File: config.mk
export PLATFORM = sky130hd
export DESIGN_NAME = rtdcso_top
export DESIGN_NICKNAME = d
export VERILOG_FILES = /design/src/include/rtdcso_pkg.sv /design/src/logic/rtdcso_top.sv
export SDC_FILE = /design/constraint.sdc
export NUM_CORES = 2
export LEC_CHECK = 0
export ABC_AREA = 1
export ABC_CLOCK_PERIOD_IN_PS = 3600
export BUFFER_PORTS_ARGS = -buffer_cell sky130_fd_sc_hd__buf_4
export CAP_MARGIN = 20
export CORE_MARGIN = 1.5
export CORE_UTILIZATION = 40
export CTS_BUF_LIST = sky130_fd_sc_hd__clkbuf_8
export DETAILED_ROUTE_END_ITERATION = 6
export PLACE_DENSITY_LB_ADDON = 0.12
export SYNTH_ARGS = -nofsm -noshare
export SYNTH_HDL_FRONTEND = slang
export SYNTH_HIERARCHICAL = 1
export SYNTH_SLANG_ARGS = --single-unit
export TNS_END_PERCENT = 1
File: constraint.sdc
create_clock -name mclk -period 3.6 [get_ports mclk]
set_input_delay 0.54 -clock mclk [delete_from_list [all_inputs] [get_ports mclk]]
set_output_delay 0.54 -clock mclk [all_outputs]
set_load 0.02 [all_outputs]
File: src/include/rtdcso_pkg.sv
// Constants and carrier types of the resistance-thermometer channel objects
package rtdcso_pkg;
	// Channel and buffer sizes
	localparam int          NCH           = 8;
	localparam int          NCAL          = 10;
	localparam int          FIFO_DEPTH    = 16;
	// Object index groups
	localparam logic [7:0]  IDX_GRP_INPUT = 8'h60;
	localparam logic [7:0]  IDX_GRP_CFG   = 8'h80;
	localparam logic [3:0]  IDX_LO_INPUT  = 4'h0;
	localparam logic [3:0]  IDX_LO_INTERN = 4'he;
	localparam logic [3:0]  IDX_LO_VENDOR = 4'hf;
	localparam logic [15:0] IDX_PROFILE   = 16'hf000;
	localparam logic [15:0] IDX_CODE_WORD = 16'hf008;
	localparam logic [15:0] IDX_MOD_LIST  = 16'hf010;
	// Subindices
	localparam logic [7:0]  SUB_MAX       = 8'h00;
	localparam logic [7:0]  SUB_UNDER     = 8'h01;
	localparam logic [7:0]  SUB_OVER      = 8'h02;
	localparam logic [7:0]  SUB_ERROR     = 8'h07;
	localparam logic [7:0]  SUB_INVALID   = 8'h0f;
	localparam logic [7:0]  SUB_TOGGLE    = 8'h10;
	localparam logic [7:0]  SUB_VALUE     = 8'h11;
	localparam logic [7:0]  SUB_RAW       = 8'h01;
	localparam logic [7:0]  SUB_RES       = 8'h02;
	localparam logic [7:0]  SUB_CAL_FIRST = 8'h01;
	localparam logic [7:0]  SUB_CAL_LAST  = 8'h0a;
	localparam logic [7:0]  SUB_SPACING   = 8'h01;
	localparam logic [7:0]  SUB_COUNT     = 8'h02;
	// Fixed and reset values
	localparam logic [7:0]  INPUT_MAX_SUB = 8'h11;
	localparam logic [7:0]  INTERN_MAX_SUB = 8'h04;
	localparam logic [7:0]  VENDOR_MAX_SUB = 8'h0a;
	localparam logic [7:0]  PROFILE_MAX_SUB = 8'h02;
	localparam logic [15:0] CHAN_SPACING  = 16'h0010;
	localparam logic [15:0] CHAN_COUNT    = 16'h0008;
	localparam logic [31:0] MODULE_PROFILE = 32'h00000140;
	localparam logic [31:0] CODE_WORD_RST = 32'h00000000;
	localparam logic [15:0] VALUE_RST     = 16'h0000;
	localparam logic [31:0] RAW_RST       = 32'h00000000;
	localparam logic [15:0] CAL_RST       = 16'h0000;

	// One finished conversion from the converter logic
	typedef struct packed {
		logic [2:0]  chan;
		logic        under;
		logic        over;
		logic        error;
		logic [15:0] value;
		logic [31:0] raw;
		logic [15:0] resistance;
	} rtdcso_sample_t;

	// One cyclic input record as handed to the fieldbus side
	typedef struct packed {
		logic [2:0]  chan;
		logic        toggle;
		logic        invalid;
		logic        error;
		logic        over;
		logic        under;
		logic [15:0] value;
	} rtdcso_rec_t;

	// Object access request
	typedef struct packed {
		logic        req;
		logic        wr;
		logic [15:0] index;
		logic [7:0]  sub;
		logic [31:0] wdata;
	} rtdcso_obj_req_t;
endpackage

File: src/logic/rtdcso_top.sv
// Channel status objects, cyclic record buffer and object access port
//
// Overview of operation
// - Under-range flag set when below range
// - Over-range flag set when above range
// - Over-range plus error means open sensor
// - Error flag follows invalid measurement data
// - Record validity bit: zero valid, one invalid
// - Toggle bit inverts on each record refresh
// - Signed 16-bit value, reset zero, read-only
// - Resistance readback in 1/32 ohm units
// - Writable offset and gain, main and thermistors
// - Four writable reference resistor constants
// - Report channel spacing of sixteen, read-only
// - Report channel count CHANNELS (eight by default), read-only
// - Profile objects fixed meaning for profile
`timescale 1ns/1ps
`default_nettype none

////////////////////////////////////////////////////////////////////////////////
// Record FIFO with registered output stage
module rtdcso_fifo #(
	parameter int WIDTH = 24,
	parameter int DEPTH = 16
) (
	input  wire logic             mclk,
	input  wire logic             resetn,
	input  wire logic             s_valid,
	input  wire logic [WIDTH-1:0] s_data,
	output logic                  s_ready,
	output logic                  m_valid,
	output logic      [WIDTH-1:0] m_data,
	input  wire logic             m_ready
);
	localparam int AW = $clog2(DEPTH);
	localparam int CW = $clog2(DEPTH + 1);

	generate
		if (DEPTH < 2 || (1 << AW) != DEPTH) begin : g_chk
			$error("FIFO depth must be a power of two, at least 2");
		end
	endgenerate

	logic [WIDTH-1:0] mem [DEPTH];
	logic [AW-1:0]    wptr_q;
	logic [AW-1:0]    rptr_q;
	logic [CW-1:0]    count_q;
	logic [CW-1:0]    count_d;
	logic             ready_q;
	logic             mvalid_q;
	logic [WIDTH-1:0] mdata_q;

	// Handshake terms; the output stage adds one slot beyond DEPTH
	// Ready comes from the next fill level, so it is never late
	wire push = s_valid & ready_q;
	wire load = (count_q != '0) & (~mvalid_q | m_ready);
	assign count_d = count_q + CW'(push) - CW'(load);
	assign s_ready = ready_q;
	assign m_valid = mvalid_q;
	assign m_data  = mdata_q;

	// Storage array
	// Left without reset; the pointers and the fill level say what is valid
	always_ff @(posedge mclk) begin
		if (push) begin
			mem[wptr_q] <= s_data;
		end
	end

	// Pointers and fill level; ready is registered
	always_ff @(posedge mclk or negedge resetn) begin
		if (!resetn) begin
			wptr_q  <= '0;
			rptr_q  <= '0;
			count_q <= '0;
			ready_q <= 1'b0;
		end else begin
			wptr_q  <= wptr_q + AW'(push);
			rptr_q  <= rptr_q + AW'(load);
			count_q <= count_d;
			ready_q <= (count_d != CW'(DEPTH));
		end
	end

	// Output stage
	always_ff @(posedge mclk or negedge resetn) begin
		if (!resetn) begin
			mvalid_q <= 1'b0;
			mdata_q  <= '0;
		end else if (load) begin
			mvalid_q <= 1'b1;
			mdata_q  <= mem[rptr_q];
		end else if (m_ready) begin
			mvalid_q <= 1'b0;
		end
	end
endmodule

////////////////////////////////////////////////////////////////////////////////
// Channel objects top
module rtdcso_top #(
	parameter int CHANNELS = rtdcso_pkg::NCH
) (
	input  wire logic                   mclk,
	input  wire logic                   resetn,
	input  wire logic                   smp_valid,
	input  wire rtdcso_pkg::rtdcso_sample_t smp,
	output logic                        smp_ready,
	output logic                        rec_valid,
	output rtdcso_pkg::rtdcso_rec_t     rec,
	input  wire logic                   rec_ready,
	input  wire rtdcso_pkg::rtdcso_obj_req_t obj,
	output logic                        obj_ack,
	output logic                        obj_err,
	output logic [31:0]                 obj_rdata
);
	import rtdcso_pkg::*;

	generate
		if (CHANNELS < 1 || CHANNELS > NCH) begin : g_chk
			$error("CHANNELS must lie between 1 and 8");
		end
	endgenerate

	// Channel object group match
	function automatic logic chan_obj(input logic [15:0] idx,
	                                  input logic [7:0]  grp,
	                                  input logic [3:0]  lo);
		chan_obj = (idx[15:8] == grp) && (idx[3:0] == lo)
		           && (idx[7:4] < 4'(CHANNELS));
	endfunction

	logic        under_q  [CHANNELS];
	logic        over_q   [CHANNELS];
	logic        err_q    [CHANNELS];
	logic        inv_q    [CHANNELS];
	logic        tog_q    [CHANNELS];
	logic [15:0] value_q  [CHANNELS];
	logic [31:0] raw_q    [CHANNELS];
	logic [15:0] res_q    [CHANNELS];
	logic [15:0] cal_q    [CHANNELS][NCAL];
	logic [31:0] code_q;
	logic        ack_q;
	logic        oerr_q;
	logic [31:0] rdata_q;
	logic [31:0] rd_d;
	logic        rd_ok;
	logic        fifo_ready;
	rtdcso_rec_t push_rec;
	logic [$bits(rtdcso_rec_t)-1:0] fifo_out;

	////////////////////////////////////////////////////////////////////////
	// Sample acceptance and record build
	wire       ch_ok = ({1'b0, smp.chan} < 4'(CHANNELS));
	// Absent channels complete the handshake but change nothing
	wire       acc   = smp_valid & fifo_ready & ch_ok;
	wire [2:0] sch   = smp.chan;

	// Record word formed from the same values as the stored objects
	// Toggle is the inverse of the stored bit, which flips at this edge
	assign push_rec = '{
		chan:    sch,
		toggle:  ~tog_q[sch],
		invalid: smp.error,
		error:   smp.error,
		over:    smp.over,
		under:   smp.under,
		value:   smp.value
	};

	// Records queue up for the fieldbus side
	rtdcso_fifo #(
		.WIDTH ($bits(rtdcso_rec_t)),
		.DEPTH (FIFO_DEPTH)
	) u_fifo (
		.mclk    (mclk),
		.resetn  (resetn),
		.s_valid (acc),
		.s_data  (push_rec),
		.s_ready (fifo_ready),
		.m_valid (rec_valid),
		.m_data  (fifo_out),
		.m_ready (rec_ready)
	);
	assign rec       = rtdcso_rec_t'(fifo_out);
	assign smp_ready = fifo_ready;

	// Record word and objects share one enable, so they always agree
	// Per-channel status objects, all fields in one cycle
	always_ff @(posedge mclk or negedge resetn) begin
		if (!resetn) begin
			for (int c = 0; c < CHANNELS; c++) begin
				under_q[c] <= 1'b0;
				over_q[c]  <= 1'b0;
				err_q[c]   <= 1'b0;
				inv_q[c]   <= 1'b0;
				tog_q[c]   <= 1'b0;
				value_q[c] <= VALUE_RST;
				raw_q[c]   <= RAW_RST;
				res_q[c]   <= VALUE_RST;
			end
		end else if (acc) begin
			under_q[sch] <= smp.under;
			over_q[sch]  <= smp.over;
			err_q[sch]   <= smp.error;
			inv_q[sch]   <= smp.error;
			tog_q[sch]   <= ~tog_q[sch];
			value_q[sch] <= smp.value;
			raw_q[sch]   <= smp.raw;
			res_q[sch]   <= smp.resistance;
		end
	end

	////////////////////////////////////////////////////////////////////////
	// Object decode
	wire [2:0] och     = obj.index[6:4];
	wire       hit_in  = chan_obj(obj.index, IDX_GRP_INPUT, IDX_LO_INPUT);
	wire       hit_int = chan_obj(obj.index, IDX_GRP_CFG, IDX_LO_INTERN);
	wire       hit_ven = chan_obj(obj.index, IDX_GRP_CFG, IDX_LO_VENDOR);
	wire       cal_sub = (obj.sub >= SUB_CAL_FIRST) && (obj.sub <= SUB_CAL_LAST);
	wire [3:0] cal_ix  = 4'(obj.sub - SUB_CAL_FIRST);
	wire       wr_cal  = obj.req & obj.wr & hit_ven & cal_sub;
	wire       wr_code = obj.req & obj.wr & (obj.index == IDX_CODE_WORD)
	                     & (obj.sub == SUB_MAX);
	wire       mod_sub = (obj.sub != SUB_MAX) && (obj.sub <= 8'(CHANNELS));

	// Read selection; fixed profile objects cannot be changed
	always_comb begin
		rd_d  = '0;
		rd_ok = 1'b1;
		if (hit_in) begin
			unique case (obj.sub)
				SUB_MAX:     rd_d = {24'h000000, INPUT_MAX_SUB};
				SUB_UNDER:   rd_d = {31'h00000000, under_q[och]};
				SUB_OVER:    rd_d = {31'h00000000, over_q[och]};
				SUB_ERROR:   rd_d = {31'h00000000, err_q[och]};
				SUB_INVALID: rd_d = {31'h00000000, inv_q[och]};
				SUB_TOGGLE:  rd_d = {31'h00000000, tog_q[och]};
				SUB_VALUE:   rd_d = {{16{value_q[och][15]}}, value_q[och]};
				default:     rd_ok = 1'b0;
			endcase
		end else if (hit_int) begin
			unique case (obj.sub)
				SUB_MAX: rd_d = {24'h000000, INTERN_MAX_SUB};
				SUB_RAW: rd_d = raw_q[och];
				SUB_RES: rd_d = {16'h0000, res_q[och]};
				default: rd_ok = 1'b0;
			endcase
		end else if (hit_ven) begin
			if (obj.sub == SUB_MAX) begin
				rd_d = {24'h000000, VENDOR_MAX_SUB};
			end else if (cal_sub) begin
				rd_d = {16'h0000, cal_q[och][cal_ix]};
			end else begin
				rd_ok = 1'b0;
			end
		end else if (obj.index == IDX_PROFILE) begin
			unique case (obj.sub)
				SUB_MAX:     rd_d = {24'h000000, PROFILE_MAX_SUB};
				SUB_SPACING: rd_d = {16'h0000, CHAN_SPACING};
				SUB_COUNT:   rd_d = {16'h0000, 16'(CHANNELS)};
				default:     rd_ok = 1'b0;
			endcase
		end else if (obj.index == IDX_CODE_WORD) begin
			rd_d  = code_q;
			rd_ok = (obj.sub == SUB_MAX);
		end else if (obj.index == IDX_MOD_LIST) begin
			if (obj.sub == SUB_MAX) begin
				rd_d = {24'h000000, 8'(CHANNELS)};
			end else if (mod_sub) begin
				rd_d = MODULE_PROFILE;
			end else begin
				rd_ok = 1'b0;
			end
		end else begin
			rd_ok = 1'b0;
		end
	end

	// Writes to read-only or unknown objects are refused
	wire wr_ok = wr_cal | wr_code;

	// Calibration constants and code word
	always_ff @(posedge mclk or negedge resetn) begin
		if (!resetn) begin
			for (int c = 0; c < CHANNELS; c++) begin
				for (int k = 0; k < NCAL; k++) begin
					cal_q[c][k] <= CAL_RST;
				end
			end
			code_q <= CODE_WORD_RST;
		end else begin
			if (wr_cal) begin
				cal_q[och][cal_ix] <= obj.wdata[15:0];
			end
			if (wr_code) begin
				code_q <= obj.wdata;
			end
		end
	end

	// Answer one cycle after the request
	// A refused read answers zero so old data is not mistaken for new
	always_ff @(posedge mclk or negedge resetn) begin
		if (!resetn) begin
			ack_q   <= 1'b0;
			oerr_q  <= 1'b0;
			rdata_q <= '0;
		end else begin
			ack_q  <= obj.req;
			oerr_q <= obj.req & (obj.wr ? ~wr_ok : ~rd_ok);
			if (obj.req & ~obj.wr) begin
				rdata_q <= rd_ok ? rd_d : 32'h00000000;
			end
		end
	end
	assign obj_ack   = ack_q;
	assign obj_err   = oerr_q;
	assign obj_rdata = rdata_q;

	////////////////////////////////////////////////////////////////////////
	// Checks
	// Each check looks one edge after the event that it follows
	AST_UNDER: assert property (@(posedge mclk) disable iff (!resetn)
		acc |=> under_q[$past(sch)] == $past(smp.under))
		else $error("under-range flag not taken");
	AST_OVER: assert property (@(posedge mclk) disable iff (!resetn)
		acc |=> over_q[$past(sch)] == $past(smp.over))
		else $error("over-range flag not taken");
	AST_OPEN: assert property (@(posedge mclk) disable iff (!resetn)
		acc && smp.over && smp.error |=> inv_q[$past(sch)] && err_q[$past(sch)])
		else $error("open sensor not shown as invalid");
	AST_ERROR: assert property (@(posedge mclk) disable iff (!resetn)
		acc |=> err_q[$past(sch)] == $past(smp.error))
		else $error("error flag wrong");
	AST_VALID: assert property (@(posedge mclk) disable iff (!resetn)
		acc |=> inv_q[$past(sch)] == $past(smp.error))
		else $error("validity bit wrong");
	AST_TOGGLE: assert property (@(posedge mclk) disable iff (!resetn)
		acc |=> tog_q[$past(sch)] != $past(tog_q[sch]))
		else $error("toggle did not invert");
	AST_VALUE: assert property (@(posedge mclk) disable iff (!resetn)
		acc |=> value_q[$past(sch)] == $past(smp.value))
		else $error("value not updated");
	AST_SPACING: assert property (@(posedge mclk) disable iff (!resetn)
		obj.req && !obj.wr && obj.index == IDX_PROFILE && obj.sub == SUB_SPACING
		|=> obj_ack && !obj_err && obj_rdata == 32'h00000010)
		else $error("channel spacing misreported");
	AST_COUNT: assert property (@(posedge mclk) disable iff (!resetn)
		obj.req && !obj.wr && obj.index == IDX_PROFILE && obj.sub == SUB_COUNT
		|=> obj_rdata == 32'(CHANNELS))
		else $error("channel count misreported");
	AST_ROWR: assert property (@(posedge mclk) disable iff (!resetn)
		obj.req && obj.wr && obj.index == IDX_PROFILE |=> obj_err)
		else $error("profile object accepted a write");
	AST_ATOMIC: assert property (@(posedge mclk) disable iff (!resetn)
		acc |=> under_q[$past(sch)] == $past(smp.under)
		        && over_q[$past(sch)] == $past(smp.over)
		        && inv_q[$past(sch)] == $past(push_rec.invalid)
		        && tog_q[$past(sch)] == $past(push_rec.toggle)
		        && value_q[$past(sch)] == $past(push_rec.value))
		else $error("channel record not updated as one");
	AST_RES: assert property (@(posedge mclk) disable iff (!resetn)
		acc |=> res_q[$past(sch)] == $past(smp.resistance))
		else $error("resistance not updated");
	AST_CALWR: assert property (@(posedge mclk) disable iff (!resetn)
		wr_cal |=> cal_q[$past(och)][$past(cal_ix)]
		           == $past(obj.wdata[15:0]))
		else $error("calibration constant not written");
	AST_ROVAL: assert property (@(posedge mclk) disable iff (!resetn)
		obj.req && obj.wr && hit_in |=> obj_ack && obj_err)
		else $error("input object accepted a write");
endmodule

`default_nettype wire

==> metrics.txt <==
DIE HEIGHT=510 um; worst setup path startpoint=u_fifo/s_ready$_DFF_PN0_; period utilization=74.9%; Crit Path Class=reg2reg; measured slew at the worst slew-check pin=1.03 ns; layout cells sized above 1=10.5%; initial antenna violation count=18; Routed WL=369000 um; RSZ-0062 raised after global routing=no; die area=261000 um^2; synthesis-to-layout area growth=16.1%; worst min path class=in2async; vias in the first global route=83100; synth warn=6; Synth Net Count=12400; total gr overflow=0; syn_area_per_cell=8.40 um^2; Data arrival, critical path=3.43 ns; final hold slack=0.0549 ns; drt via density=5.38; gr usage total=28.1%; row cnt=186; cts bufs inserted=410; CTS-repair resized insts=0; clock share of power=36.6%; initial DRC count=10100; Worst R2R Start=u_fifo/s_ready$_DFF_PN0_; clk root buf=clkbuf_8; Logic pwr share=17.9%; Final HPWL DP=224000 um; Port Buffers=191; Max stage delay on crit path=0.64 ns; CTS tree=done; Flop pwr share=45.6%; P per Cell Area=558 nW/um^2; core box area=256000 um^2; internal cell power=46.2 mW; violated checks=DRC; largest net degree at the start of global routing=194; Psw=20.5 mW; Fill cells=24900; Sequential cell area=59800 um^2; Synth Instances=12300; peak supply drop=0.652 mV; H-tree depth=5; first-pass GRT wire length=550000 um; Antenna Nets Post-Route=0; CP Buf/Inv Count=3; Yosys cell types=46; Syn Std Cell Area=103000 um^2; Post-Route Utilization=46.6%; gpl congestion=0.913; Worst-Skew Late Latency=1.05 ns; minimum clock period=2.70 ns; status=finished, violations left; Net Sw Frac=30.8%; Placed Cells=15400; crit-path leading delay family=simple AND/OR/NAND/NOR gates; Design Area, Final=120000 um^2; Placed Area=110000 um^2; Yosys top cell area share=46.9%; vias after detailed routing=87100; clock tree buffer depth=4; Seq/Total Area, Yosys=58.1%; largest area contributor in the netlist=dfrtp_1; total of max-cap violations=0; fmax=371 MHz; Setup-failing EPs final=0; Initial DRT Pass Iterations=7; multi-input logic area=36200 um^2; Final Non-Filler Cells=16200; Layout Nets=12600; critical path cell sequence=nand2_1 -> inv_1 -> nand2_1 -> inv_1 -> nand3_1 -> nor2_4 -> buf_4; Rel. slew slack=31.6%; FF+latch count, synth=2313; Synth area leaders=dfrtp_1 47%, nand2_1 14%, edfxtp_1 11%; Initial Util=40.2%; crit path max-delay cell type=nor2_4; Worst Path Required=4.33 ns; leakage power=55.4 nW; chip width=510 um; skew final=0.101 ns; crit path max fanout=13; endpoint class of the critical path=flop; CTS sink count=2313; Final Hold Vio Count=0; critical path launch point type=flop; Final Max Tran Viols=0; setup TNS=0 ns; Avg WL per Cell=22.8 um; # IOs=192; CTS clk-pin slew, worst paths=0.06 ns; DR DRC count=3
[flip-flops by register name, indices dropped and copies added (netlist names)]
name / cells
cal_q: 1280
code_q: 32
err_q: 8
obj_ack: 1
obj_err: 1
obj_rdata: 32
over_q: 8
raw_q: 256
res_q: 128
tog_q: 8
u_fifo/count_q: 5
u_fifo/m_data: 24
u_fifo/m_valid: 1
u_fifo/mem: 384
u_fifo/rptr_q: 4
u_fifo/s_ready: 1
u_fifo/wptr_q: 4
under_q: 8
value_q: 128
[synthesized netlist by cell type, drive strengths merged]
| cell type | instances |
|---|---|
| nand2 | 3837 |
| o21ai | 2121 |
| dfrtp | 1929 |
| inv | 953 |
| clkbuf | 761 |
| nor2 | 733 |
| nand3 | 644 |
| edfxtp | 384 |
| buf | 170 |
| a21oi | 164 |
| o22ai | 126 |
| o211ai | 107 |
| nand4 | 101 |
| nor3 | 40 |
| or2 | 26 |
| o31ai | 22 |
| o311ai | 20 |
| a31oi | 17 |
| a221oi | 15 |
| ha | 15 |
| o2111ai | 12 |
| a22oi | 11 |
| a211oi | 8 |
| xor2 | 7 |
| nand3b | 6 |
| o221ai | 6 |
| and3 | 4 |
| or3 | 4 |
| a22o | 3 |
| clkinv | 2 |
| xnor2 | 2 |
| a31o | 1 |
| fa | 1 |
| o32ai | 1 |
[per-layer routing]
layer / wire, um / track usage (%)
met1: 164000 / 40.1
met3: 28300 / 4.51
met2: 163000 / 43.2
met4: 13000 / 9.87
met5: 28 / 0
[metrics by stage]
| stage | power (mW) | worst slack [ns] |
|---|---|---|
| 6_report | 66.7 | 0.904 |
| 4_1_cts | 67.2 | 0.917 |
| 2_1_floorplan | 37.7 | 0.466 |
| 3_5_place_dp | 42.6 | 0.0391 |
| 3_3_place_gp | 42.3 | 0.0915 |
| 5_1_grt | 70.0 | 0.778 |
[kinds of logic after synthesis]
group / Yosys count / synth area share [%]
simple gates: 5395 / 21.0
compound gates: 2634 / 13.5
flops: 2313 / 58.1
buf+inv: 1886 / 7.06
fa+ha+maj: 16 / 0.202
xor+xnor: 9 / 0.0765
[power by group through the flow]
stage / combinational [mW] / sequential, mW / clock (mW)
global route: 13.3 / 30.6 / 26.0
finish: 11.9 / 30.4 / 24.4
detailed placement: 11.7 / 30.8 / 0
floorplan: 6.92 / 30.8 / 0
global placement: 11.6 / 30.8 / 0
CTS: 11.9 / 30.4 / 24.9
[area by class of cell]
cell class                      instances  share of cell area, %
Antenna cell                            8                 0.0167
Clock buffer                          503                   5.79
Inverter                              955                   3.03
Tap cell                             3384                   3.54
Timing Repair Buffer                  763                   6.33
Multi-Input combinational cell       8054                   30.3
Clock inverter                        207                  0.969
Sequential cell                      2313                   50.0
[placed cells by master (no fill, tap or decap), types with 5 or more instances in the layout]
cell           synthesis  layout
nand3_1              643     643
o2111ai_1             12      12
dlygate4sd3_1          0     100
clkbuf_8               0     503
o211ai_1             107     107
diode_2                0       8
inv_2                  6       8
buf_4                  3     537
o221ai_1               6       6
o21ai_0             1960    1960
nor2_4                 0      33
ha_1                  15      15
a211oi_1               8       8
xor2_1                 7       7
inv_6                  0       5
buf_12                 0     123
clkinv_2               0      46
nand3b_1               6       6
clkinv_1               2      15
nand4_1               74      74
o31ai_1               22      22
a22oi_1               11      11
clkinvlp_4             0       6
nand4_2               27      27
inv_1                947    1064
dfrtp_1             1929    1926
o22ai_1              126     126
o311ai_0              20      20
bufinv_16              0       8
or2_2                 26      26
edfxtp_1             384     384
o21ai_1              160     160
a21oi_1              164     164
nor3_1                38      38
nor2_1               729     698
a221oi_1              15      15
nand2_1             3837    3833
a31oi_1               17      17
[timing repair]
| action | CTS | global route |
|---|---|---|
| hold buffers | 100 | 0 |
| buffers inserted | 0 | 0 |
| endpoints found under the hold margin | 1260 | 0 |
[final timing paths]
check	endpoint	slack [ns]	depth (start not counted)
setup / recovery	u_fifo/mem[11][7]$_DFFE_PP_	0.90	7
max in group asynchronous	cal_q[1046]$_DFFE_PN0P_	2.11	4
setup reg to reg	u_fifo/mem[11][7]$_DFFE_PP_	0.90	7
hold reg to reg	raw_q[121]$_DFFE_PN0P_	0.47	2
hold / removal	res_q[39]$_DFFE_PN0P_	0.05	2
min in group mclk	obj_ack$_DFF_PN0_	0.18	2
Power figures use the tool's default switching activity.
